<file path="config.mk">
export PLATFORM = sky130hd
export DESIGN_NAME = stx_exec
export DESIGN_NICKNAME = d
export VERILOG_FILES = /design/src/stx_pkg.sv /design/src/stx_exec.sv
export SDC_FILE = /design/constraint.sdc
export NUM_CORES = 1
export LEC_CHECK = 0
export BUFFER_PORTS_ARGS = -buffer_cell sky130_fd_sc_hd__buf_2
export CORE_MARGIN = 8
export CORE_UTILIZATION = 46
export CTS_CLUSTER_SIZE = 25
export DETAILED_ROUTE_END_ITERATION = 8
export HOLD_SLACK_MARGIN = 0.15
export PLACE_DENSITY = 0.81
export SLEW_MARGIN = 0
export SYNTH_ARGS = -nofsm -noshare
export SYNTH_HDL_FRONTEND = slang
export SYNTH_SLANG_ARGS = --single-unit
export TNS_END_PERCENT = 20
</file>
<file path="constraint.sdc">
create_clock -name ref_clk -period 1.8 [get_ports ref_clk]
set_input_delay 0.09 -clock ref_clk [delete_from_list [all_inputs] [get_ports ref_clk]]
set_output_delay 0.09 -clock ref_clk [all_outputs]
set_load 0.05 [all_outputs]
</file>
<file path="src/stx_pkg.sv">
// Package: opcodes, widths and reset values for the skip/table/xor execution block
package stx_pkg;

  localparam int unsigned DATA_W     = 8;
  localparam int unsigned PROG_W     = 16;
  localparam int unsigned PADDR_W    = 12;
  localparam int unsigned BIT_SEL_W  = 3;

  localparam logic [7:0] RESET_BYTE  = 8'h00;
  localparam logic [7:0] ZERO_BYTE   = 8'h00;
  localparam logic       RESET_FLAG  = 1'b0;
  localparam logic [PADDR_W-1:0] RESET_ADDR = 12'h000;

  // Operation selector coming from the instruction decoder
  typedef enum logic [3:0] {
    STX_OP_NONE,
    STX_OP_SKIP_IF_ZERO,
    STX_OP_COPY_SKIP_IF_ZERO,
    STX_OP_SKIP_IF_BIT_ZERO,
    STX_OP_TABLE_READ_CURRENT_PAGE,
    STX_OP_TABLE_READ_LAST_PAGE,
    STX_OP_XOR_TO_WORK,
    STX_OP_EXCLUSIVE_OR_TO_MEMORY,
    STX_OP_XOR_IMMEDIATE
  } stx_op_t;

  typedef enum logic [1:0] {
    STX_IDLE,
    STX_TABLE_FETCH,
    STX_DUMMY
  } stx_state_t;

endpackage : stx_pkg
</file>
<file path="src/stx_exec.sv">
// Execution unit for zero-test skips, table reads and exclusive-OR operations
//
// Operation
// - Skip next when memory byte is zero
// - Taken skip inserts one dummy cycle
// - Copy byte to working register, skip if zero
// - Skip next when selected bit is zero
// - Current-page table read, low/high split
// - High pointer enabled forms full table address
// - Last-page table read, low/high split
// - XOR memory into working register, zero flag
// - XOR result written back to memory
// - XOR immediate into working register, zero flag
`timescale 1ns/1ps

module stx_exec #(
  parameter int unsigned PAGE_W = 8
) (
  // Clock, reset, enable
  input  wire logic                        ref_clk,
  input  wire logic                        reset,
  input  wire logic                        clk_en,
  // Instruction from decoder
  input  wire logic                        instr_valid,
  input  wire stx_pkg::stx_op_t            instr_op,
  input  wire logic [stx_pkg::DATA_W-1:0]  instr_imm,
  input  wire logic [stx_pkg::BIT_SEL_W-1:0] instr_bit,
  input  wire logic [stx_pkg::DATA_W-1:0]  mem_rdata,
  output logic                             instr_ready,
  // Table pointers and mode
  input  wire logic [7:0]                  table_pointer_low,
  input  wire logic [7:0]                  table_pointer_high,
  input  wire logic                        table_high_enable,
  input  wire logic [stx_pkg::PADDR_W-1:0] current_pc,
  // Program memory read port
  output logic                             prog_rd_en,
  output logic [stx_pkg::PADDR_W-1:0]      prog_addr,
  input  wire logic [stx_pkg::PROG_W-1:0]  prog_rdata,
  // Data memory write port
  output logic                             mem_we,
  output logic [stx_pkg::DATA_W-1:0]       mem_wdata,
  // Core state
  output logic [stx_pkg::DATA_W-1:0]       working_register,
  output logic [stx_pkg::DATA_W-1:0]       table_high_latch,
  output logic                             zero_flag,
  output logic                             skip_next,
  output logic                             dummy_cycle
);
  import stx_pkg::*;

  ////////////////////////////////////////////////////////////////////////////
  // Constants

  // In-page bits of a program address; the bits above them pick the page
  localparam logic [PADDR_W-1:0] IN_PAGE_MASK = PADDR_W'((1 << PAGE_W) - 1);

  ////////////////////////////////////////////////////////////////////////////
  // Sequencer state
  stx_state_t                st_q;
  stx_state_t                st_d;
  logic                      skip_q;
  logic                      skip_d;

  // Working register and zero flag
  logic [DATA_W-1:0]         wreg_q;
  logic [DATA_W-1:0]         wreg_d;
  logic                      z_q;
  logic                      z_d;

  // Data memory write
  logic                      we_q;
  logic                      we_d;
  logic [DATA_W-1:0]         wd_q;
  logic [DATA_W-1:0]         wd_d;

  // Table read
  logic [PADDR_W-1:0]        pa_q;
  logic [PADDR_W-1:0]        pa_d;
  logic                      prd_q;
  logic                      prd_d;
  logic [DATA_W-1:0]         tbh_q;
  logic [DATA_W-1:0]         tbh_d;

  // Decode
  logic                      take;
  logic                      op_skip_zero;
  logic                      op_copy_skip;
  logic                      op_skip_bit;
  logic                      op_table_cur;
  logic                      op_table_last;
  logic                      op_xor_work;
  logic                      op_xor_mem;
  logic                      op_xor_imm;

  // Operand tests and results
  logic                      byte_zero;
  logic [DATA_W-1:0]         bit_sel;
  logic [DATA_W-1:0]         bit_clear;
  logic                      bit_zero;
  logic                      skip_hit;
  logic                      table_go;
  logic [DATA_W-1:0]         xor_mem;
  logic [DATA_W-1:0]         xor_imm;
  logic [PADDR_W-1:0]        page_hi;
  logic [PADDR_W-1:0]        table_addr;

  ////////////////////////////////////////////////////////////////////////////
  // Instruction decode

  // Busy cycles refuse a new instruction with instr_ready low; the decoder must hold it
  assign take = instr_valid && (st_q == STX_IDLE);

  always_comb begin
    op_skip_zero  = 1'b0;
    op_copy_skip  = 1'b0;
    op_skip_bit   = 1'b0;
    op_table_cur  = 1'b0;
    op_table_last = 1'b0;
    op_xor_work   = 1'b0;
    op_xor_mem    = 1'b0;
    op_xor_imm    = 1'b0;
    case (instr_op)
      STX_OP_SKIP_IF_ZERO: begin
        op_skip_zero = 1'b1;
      end
      STX_OP_COPY_SKIP_IF_ZERO: begin
        op_copy_skip = 1'b1;
      end
      STX_OP_SKIP_IF_BIT_ZERO: begin
        op_skip_bit = 1'b1;
      end
      STX_OP_TABLE_READ_CURRENT_PAGE: begin
        op_table_cur = 1'b1;
      end
      STX_OP_TABLE_READ_LAST_PAGE: begin
        op_table_last = 1'b1;
      end
      STX_OP_XOR_TO_WORK: begin
        op_xor_work = 1'b1;
      end
      STX_OP_EXCLUSIVE_OR_TO_MEMORY: begin
        op_xor_mem = 1'b1;
      end
      STX_OP_XOR_IMMEDIATE: begin
        op_xor_imm = 1'b1;
      end
      default: begin
      end
    endcase
  end

  ////////////////////////////////////////////////////////////////////////////
  // Operand tests

  assign byte_zero = (mem_rdata == ZERO_BYTE);

  // One selector and one zero test per data bit
  for (genvar gi = 0; gi < DATA_W; gi++) begin : g_bit_test
    assign bit_sel[gi]   = (instr_bit == BIT_SEL_W'(gi));
    assign bit_clear[gi] = bit_sel[gi] && !mem_rdata[gi];
  end

  assign bit_zero = |bit_clear;

  // Every skip whose test passes, in the cycle it is taken
  assign skip_hit = take && (((op_skip_zero || op_copy_skip) && byte_zero) ||
                             (op_skip_bit && bit_zero));

  assign table_go = take && (op_table_cur || op_table_last);

  assign xor_mem = wreg_q ^ mem_rdata;
  assign xor_imm = wreg_q ^ instr_imm;

  ////////////////////////////////////////////////////////////////////////////
  // Table address

  // Current page keeps the page bits of the program counter
  assign page_hi = current_pc & ~IN_PAGE_MASK;

  always_comb begin
    if (op_table_last) begin
      // Last page: every page bit high
      table_addr = ~IN_PAGE_MASK | PADDR_W'(table_pointer_low);
    end else if (table_high_enable) begin
      // High pointer bits above the program address width are dropped
      table_addr = PADDR_W'({table_pointer_high, table_pointer_low});
    end else begin
      table_addr = page_hi | PADDR_W'(table_pointer_low);
    end
  end

  ////////////////////////////////////////////////////////////////////////////
  // Sequencer

  always_comb begin
    st_d   = st_q;
    skip_d = 1'b0;
    case (st_q)
      STX_IDLE: begin
        if (skip_hit) begin
          skip_d = 1'b1;
          st_d   = STX_DUMMY;
        end else if (table_go) begin
          st_d   = STX_TABLE_FETCH;
        end
      end
      STX_TABLE_FETCH: begin
        st_d = STX_IDLE;
      end
      STX_DUMMY: begin
        // Holds off the next instruction while the skipped one is fetched
        st_d = STX_IDLE;
      end
      default: begin
        st_d = STX_IDLE;
      end
    endcase
  end

  always_ff @(posedge ref_clk) begin
    if (reset) begin
      st_q   <= STX_IDLE;
      skip_q <= 1'b0;
    end else if (clk_en) begin
      st_q   <= st_d;
      skip_q <= skip_d;
    end
  end

  ////////////////////////////////////////////////////////////////////////////
  // Working register and zero flag

  always_comb begin
    wreg_d = wreg_q;
    z_d    = z_q;
    if (take && op_copy_skip) begin
      // Copy only; flags stay as they are
      wreg_d = mem_rdata;
    end else if (take && op_xor_work) begin
      wreg_d = xor_mem;
      z_d    = (xor_mem == ZERO_BYTE);
    end else if (take && op_xor_mem) begin
      z_d    = (xor_mem == ZERO_BYTE);
    end else if (take && op_xor_imm) begin
      wreg_d = xor_imm;
      z_d    = (xor_imm == ZERO_BYTE);
    end
  end

  always_ff @(posedge ref_clk) begin
    if (reset) begin
      wreg_q <= RESET_BYTE;
      z_q    <= RESET_FLAG;
    end else if (clk_en) begin
      wreg_q <= wreg_d;
      z_q    <= z_d;
    end
  end

  ////////////////////////////////////////////////////////////////////////////
  // Data memory write

  always_comb begin
    we_d = 1'b0;
    wd_d = wd_q;
    if (take && op_xor_mem) begin
      we_d = 1'b1;
      wd_d = xor_mem;
    end else if (st_q == STX_TABLE_FETCH) begin
      // Program word is read in the same cycle its address is out on prog_addr
      we_d = 1'b1;
      wd_d = prog_rdata[DATA_W-1:0];
    end
  end

  always_ff @(posedge ref_clk) begin
    if (reset) begin
      we_q <= 1'b0;
      wd_q <= RESET_BYTE;
    end else if (clk_en) begin
      we_q <= we_d;
      wd_q <= wd_d;
    end
  end

  ////////////////////////////////////////////////////////////////////////////
  // Table read

  always_comb begin
    pa_d  = pa_q;
    prd_d = 1'b0;
    tbh_d = tbh_q;
    if (table_go) begin
      pa_d  = table_addr;
      prd_d = 1'b1;
    end
    if (st_q == STX_TABLE_FETCH) begin
      tbh_d = prog_rdata[PROG_W-1:DATA_W];
    end
  end

  always_ff @(posedge ref_clk) begin
    if (reset) begin
      pa_q  <= RESET_ADDR;
      prd_q <= 1'b0;
      tbh_q <= RESET_BYTE;
    end else if (clk_en) begin
      pa_q  <= pa_d;
      prd_q <= prd_d;
      tbh_q <= tbh_d;
    end
  end

  ////////////////////////////////////////////////////////////////////////////
  // Outputs
  // New instruction accepted only in idle; non-skipping skips take one cycle
  assign instr_ready      = (st_q == STX_IDLE);
  assign prog_rd_en       = prd_q;
  assign prog_addr        = pa_q;
  assign mem_we           = we_q;
  assign mem_wdata        = wd_q;
  assign working_register = wreg_q;
  assign table_high_latch = tbh_q;
  assign zero_flag        = z_q;
  assign skip_next        = skip_q;
  assign dummy_cycle      = (st_q == STX_DUMMY);

endmodule : stx_exec

</file>
# Word-level counts from Yosys, hierarchy flattened
# Index checks and enable logic that the tools add are counted.
[word_totals] ff_bits=42 in_bits=72 out_inout_bits=42 wordCells=102
[classes] n_eq_ne=19 muxes=27 n_bitwise=4 n_reduce_logical=43
[ops] cell="$mux W8" n=6
[ops] cell="$logic_not A8 Y1" n=3
[ops] cell="$mux W12" n=2
[ops] cell="$logic_and A1 B1 Y1" n=17
[ops] cell="$eq A4 B3 Y1 const B" n=4
[ops] cell="$mux W1" n=16
[ops] cell="$xor A8 B8 Y8" n=2
[ops] cell="$eq A3 B3 Y1 const B" n=4
[ops] cell="$or A12 B8 Y12" n=1
[ops] cell="$eq A4 B2 Y1 const B" n=2
[ops] cell="$logic_not A1 Y1" n=8
[ops] cell="$reduce_and A2 Y1" n=4
[ops] cell="$reduce_or A8 Y1" n=1
[ops] cell="$eq A3 B2 Y1 const B" n=2
[ops] cell="$mux W2" n=3
[ops] cell="$reduce_and A3 Y1" n=2
[ops] cell="$reduce_bool A3 Y1" n=2
[ops] cell="$eq A4 B1 Y1 const B" n=1
[ops] cell="$eq A4 B4 Y1 const B" n=1
[ops] cell="$eq A3 B1 Y1 const B" n=1
[ops] cell="$logic_not A3 Y1" n=1
[ops] cell="$logic_or A1 B1 Y1" n=3
[ops] cell="$ne A3 B1 Y1 const B" n=1
[ops] cell="$ne A3 B3 Y1 const B" n=1
[ops] cell="5 further kinds" n=5

# Logic depth before layout (Yosys ltp)
[logic_depth] word_depth=8 mapped_depth=7

# Worst setup path before layout
# OpenSTA, ideal clock, no wires.
[synth_timing] path_type="register to register" startpoint="register st_q[1]" endpoint="register pa_q[4], in the netlist prog_addr[4]" setup_time_ns=0.128 arrival_time_ns=1.496 required_time_ns=1.672 slack_ns=0.177 stages_incl_launch_ff=7 path_buffers=2 path_cell_list="dfxtp_1 > nand4bb_1 > nor4b_1 > buf_4 > buf_6 > mux2i_1 > nor2_1"
[synth_between] elab_chain_len=4
[synth_rtl] item="from (decl)" line="stx_exec.sv:59" text="stx_state_t st_q;"
[synth_rtl] item="from (signal assigned)" line="stx_exec.sv:225" text="st_q <= st_d;"
[synth_rtl] item="$logic_not A2 Y1" line="stx_exec.sv:111" text="assign take = instr_valid && (st_q == STX_IDLE);"
[synth_rtl] item="$logic_and A1 B1 Y1" line="stx_exec.sv:111"
[synth_rtl] item="$logic_and A1 B1 Y1" line="stx_exec.sv:169" text="assign table_go = take && (op_table_cur || op_table_last);"
[synth_rtl] item="$reduce_and A2 Y1 (no line)"
[synth_rtl] item="to (signal assigned)" line="stx_exec.sv:308" text="pa_q <= pa_d;"
[synth_rtl] item="to (decl)" line="stx_exec.sv:77" text="logic [PADDR_W-1:0] pa_q;"
# Every way passes these cells.
# A chain may end at the register's enable or synchronous reset.

# Worst setup path after layout
[layout_timing] startpoint="register st_q[1]" endpoint="register wreg_q[0], in the netlist working_register[0]"
[layout_between] elab_chain_len=5
[layout_rtl] item="$logic_not A2 Y1 *" line="stx_exec.sv:111"
[layout_rtl] item="$logic_and A1 B1 Y1 *" line="stx_exec.sv:111"
[layout_rtl] item="$logic_and A1 B1 Y1, on equally long branches"
[layout_rtl] item="$ne A3 B3 Y1 (no line), or another cell as far along"
[layout_rtl] item="$reduce_and A3 Y1 (no line) / $mux W8 (equally long branches)"
[layout_rtl] item="to (signal assigned)" line="stx_exec.sv:255" text="wreg_q <= wreg_d;"
[layout_rtl] item="to (decl)" line="stx_exec.sv:65" text="logic [DATA_W-1:0] wreg_q;"
# Mark *: on every way between the ends. The rest lies on a longest branch, timed or not.

==> results.md <==
* Synth area leader: dfxtp_1
* Sequential fraction of the synthesis area at 37.2%
* Die W at 86.1 microns
* Std-Cell Core Area at 4720 sq um
* Via density at 5.47
* Hold Crit Depth at 3
* Worst Path Max Fanout at 8
* Critical Path Sink Type: flip-flop
* Clock tree buffer depth at 2
* Crit share post-route at 94.7%
* CTS Root Buffer Type: clkbuf_8
* Routed wire per std cell at 16.7 microns
* # port buffers at 101
* Cell area after layout at 3310 sq um
* Mapped Cells at 252
* Critical R2R Launch: st_q[1]$_SDFFE_PP0P_
* # setup viols final at 0
* Worst min-delay path class: primary input to flip-flop
* Post-layout minimum cycle time at 1700 ps
* Remaining antenna violation count at 0
* Die Area at 7410 sq um
* Worst Path Arrival at 1940 ps
* Grt total ovfl at 0
* Max Slew Vio Count at 0
* Hold Path Origin: current_pc[8]
* CTS tree: built
* Worst reg-to-reg path cell count at 5
* Hpwl dp at 5520 microns
* Initial Util at 47.8%
* # nets final at 460
* Worst-path clk slew at 90 ps
* Layout area overhead at 46.3%
* DRT Wirelength at 7650 microns
* Area share of the leading cell type in the synthesized netlist at 37.2%
* Share of layout cells above drive strength 1 at 35.5%
* Max H-tree Level at 2
* Syn_nets at 324
* Flop2flop setup slack at 100 ps
* Syn Area/Cell at 8.97 sq um
* Fmax at 587 MHz
* Largest cells by area after synthesis: dfxtp_1, mux2i_1, xnor2_1, nor2_1, a21oi_1
* Drt initial violations at 222
* Antenna violations before repair at 0
* Status: finished, final reports clean
* Final hold viol count at 0
* Largest net degree at the start of global routing at 20
* Post-Syn Area at 2260 sq um
* First-pass GRT wire length at 12200 microns
* Worst-Skew Late Latency at 300 ps
* Crit path from: st_q[1]$_SDFFE_PP0P_
* Pwr dens at 599 nW/um^2
* Final Skew at 8.72 ps
* Vias in the first global route at 2487
* Reg2reg end: working_register[0]$_SDFFE_PP0P_
* Setup crit end: working_register[0]$_SDFFE_PP0P_
* Ys async rst share at 0%
* DP Area at 2890 sq um
* Total power draw at 1.98 mW
* Post-synthesis cell type count at 45
* Max VDD drop at 0.515 mV
* RePlAce Congestion at 0.858
* Chip height at 86.1 microns
* Slew headroom at 67.0%
* Routed vias at 2502
* CTS sink cnt at 42
* Req. time, crit path at 2030 ps
* Crit Path Category: flip-flop to flip-flop
* Post-synth EDFFs at 0
* DRC at 0
* Core Rows at 25
* Leak at 1.45 nW
* Worst-Margin Slew at 493 ps
* Overall routing resource usage at 20.3%
* TritonCTS Buffers at 5
* Detailed Routing Iterations Pass 1 at 4
* Critical Path Source Type: flip-flop
* Main synth FF type: dfxtp_1
* Post-synthesis register bit count at 42
* IO Count at 114
* Ys Warns at 0
* Max-cap violations at 0
[cell type report]
cell class / count / area (sq um)
antenna: 1 / 2.50
clock buffer: 5 / 68.8
clock inverter: 3 / 21.3
fill: 366 / 1420
inverter: 9 / 33.8
multi-input combinational: 189 / 1380
sequential: 42 / 843
tap: 67 / 83.8
timing repair buffer: 141 / 875
[worst min path at each step]
stage / end
finish: prog_addr[8]$_SDFFE_PP0P_
global route: prog_addr[9]$_SDFFE_PP0P_
CTS: prog_addr[8]$_SDFFE_PP0P_
detailed placement: table_high_latch[5]$_SDFFE_PP0P_
global placement: table_high_latch[1]$_SDFFE_PP0P_
floorplan: table_high_latch[0]$_SDFFE_PP0P_
[layout by cell type, fill, tap and decap left out, drive strengths merged, types with 2 or more instances in the layout]
cell,n
dfxtp,42
nor2,34
mux4,2
nand3b,2
dlygate4sd3,26
a221o,6
nor3,5
nand4,6
or3b,2
o221ai,6
a31oi,2
o2bb2ai,8
xnor2,16
a311oi,5
o21ai,11
nor2b,2
nand2,15
a31o,6
inv,9
nor3b,2
clkbuf,5
nor4b,2
mux2i,21
nand3,4
buf,115
a21oi,21
clkinv,2
[per-stage QoR]
step | TNS (ps) | setup slack (ps) | instances | hold slack [ps] | utilization (%)
after floorplan | 0 | 177 | 252 | 234 | -
after global placement | 0 | 104 | 421 | 318 | 61.2
after detailed placement | 0 | 52.6 | 421 | 329 | 61.2
after CTS | 0 | 31.7 | 455 | 150 | 68.7
after global routing | -9.08 | -9.08 | 456 | 166 | 70.0
final | 0 | 95.8 | 457 | 153 | 70.0
[state kept, by name, indices dropped and copies added, names as in the netlist]
signal and count:
st_q 2, prog_rd_en 1, table_high_latch 8, mem_we 1, mem_wdata 8, skip_next 1
prog_addr 12, zero_flag 1, working_register 8
[worst max-delay path, stage by stage (launching register included)]
cell and delay, ps:
dfxtp_2 380, nor3b_4 320, nand2_2 210, a221o_1 400
a31o_1 210, a21oi_1 110
[metal layers]
layer	vias up	part of all wire [%]	GRT usage, %
li1	1213	-	-
met1	1153	37	22.7
met2	124	51	35.2
met3	12	9.4	6.11
met4	0	1.9	7.17
met5	-	0	0
[logic make-up (layout without fill, tap and decap cells)]
kind of cell | count (synthesis) | in the layout | synth area share (%)
AND/OR/NAND/NOR | 78 | 78 | 17.9
other | 0 | 1 | 0
AO/OA/AOI/OAI | 71 | 71 | 22.9
flip-flops | 42 | 42 | 37.2
XOR/XNOR | 17 | 17 | 6.59
multiplexers | 23 | 23 | 11.3
buffers and inverters | 21 | 158 | 4.15
[synthesized netlist by cell type (all sizes together) (2+ instances only)]
library cell and n:
a21oi 21, a221o 6, a311oi 5, a31o 6, a31oi 2, buf 7, clkbuf 5, dfxtp 42
inv 9, mux2i 21, mux4 2, nand2 15, nand3 4, nand3b 2, nand4 6, nor2 34
nor2b 2, nor3 5, nor3b 2, nor4b 2, o21ai 11, o221ai 6, o2bb2ai 8, or3b 2
xnor2 16
[repair_timing]
item	CTS	global route
resized for setup	0	10
hold endpoints to repair	26	0
endpoints found under the setup margin	0	19
hold buffers	26	0
setup buffers	0	1
[power by group]
part	total, mW	internal, mW	switching (mW)	leakage, nW
registers	0.954	0.943	0.0118	0.340
logic	0.406	0.183	0.223	1.06
clock network	0.621	0.273	0.348	0.0441
(Power assumes the default switching activity.)
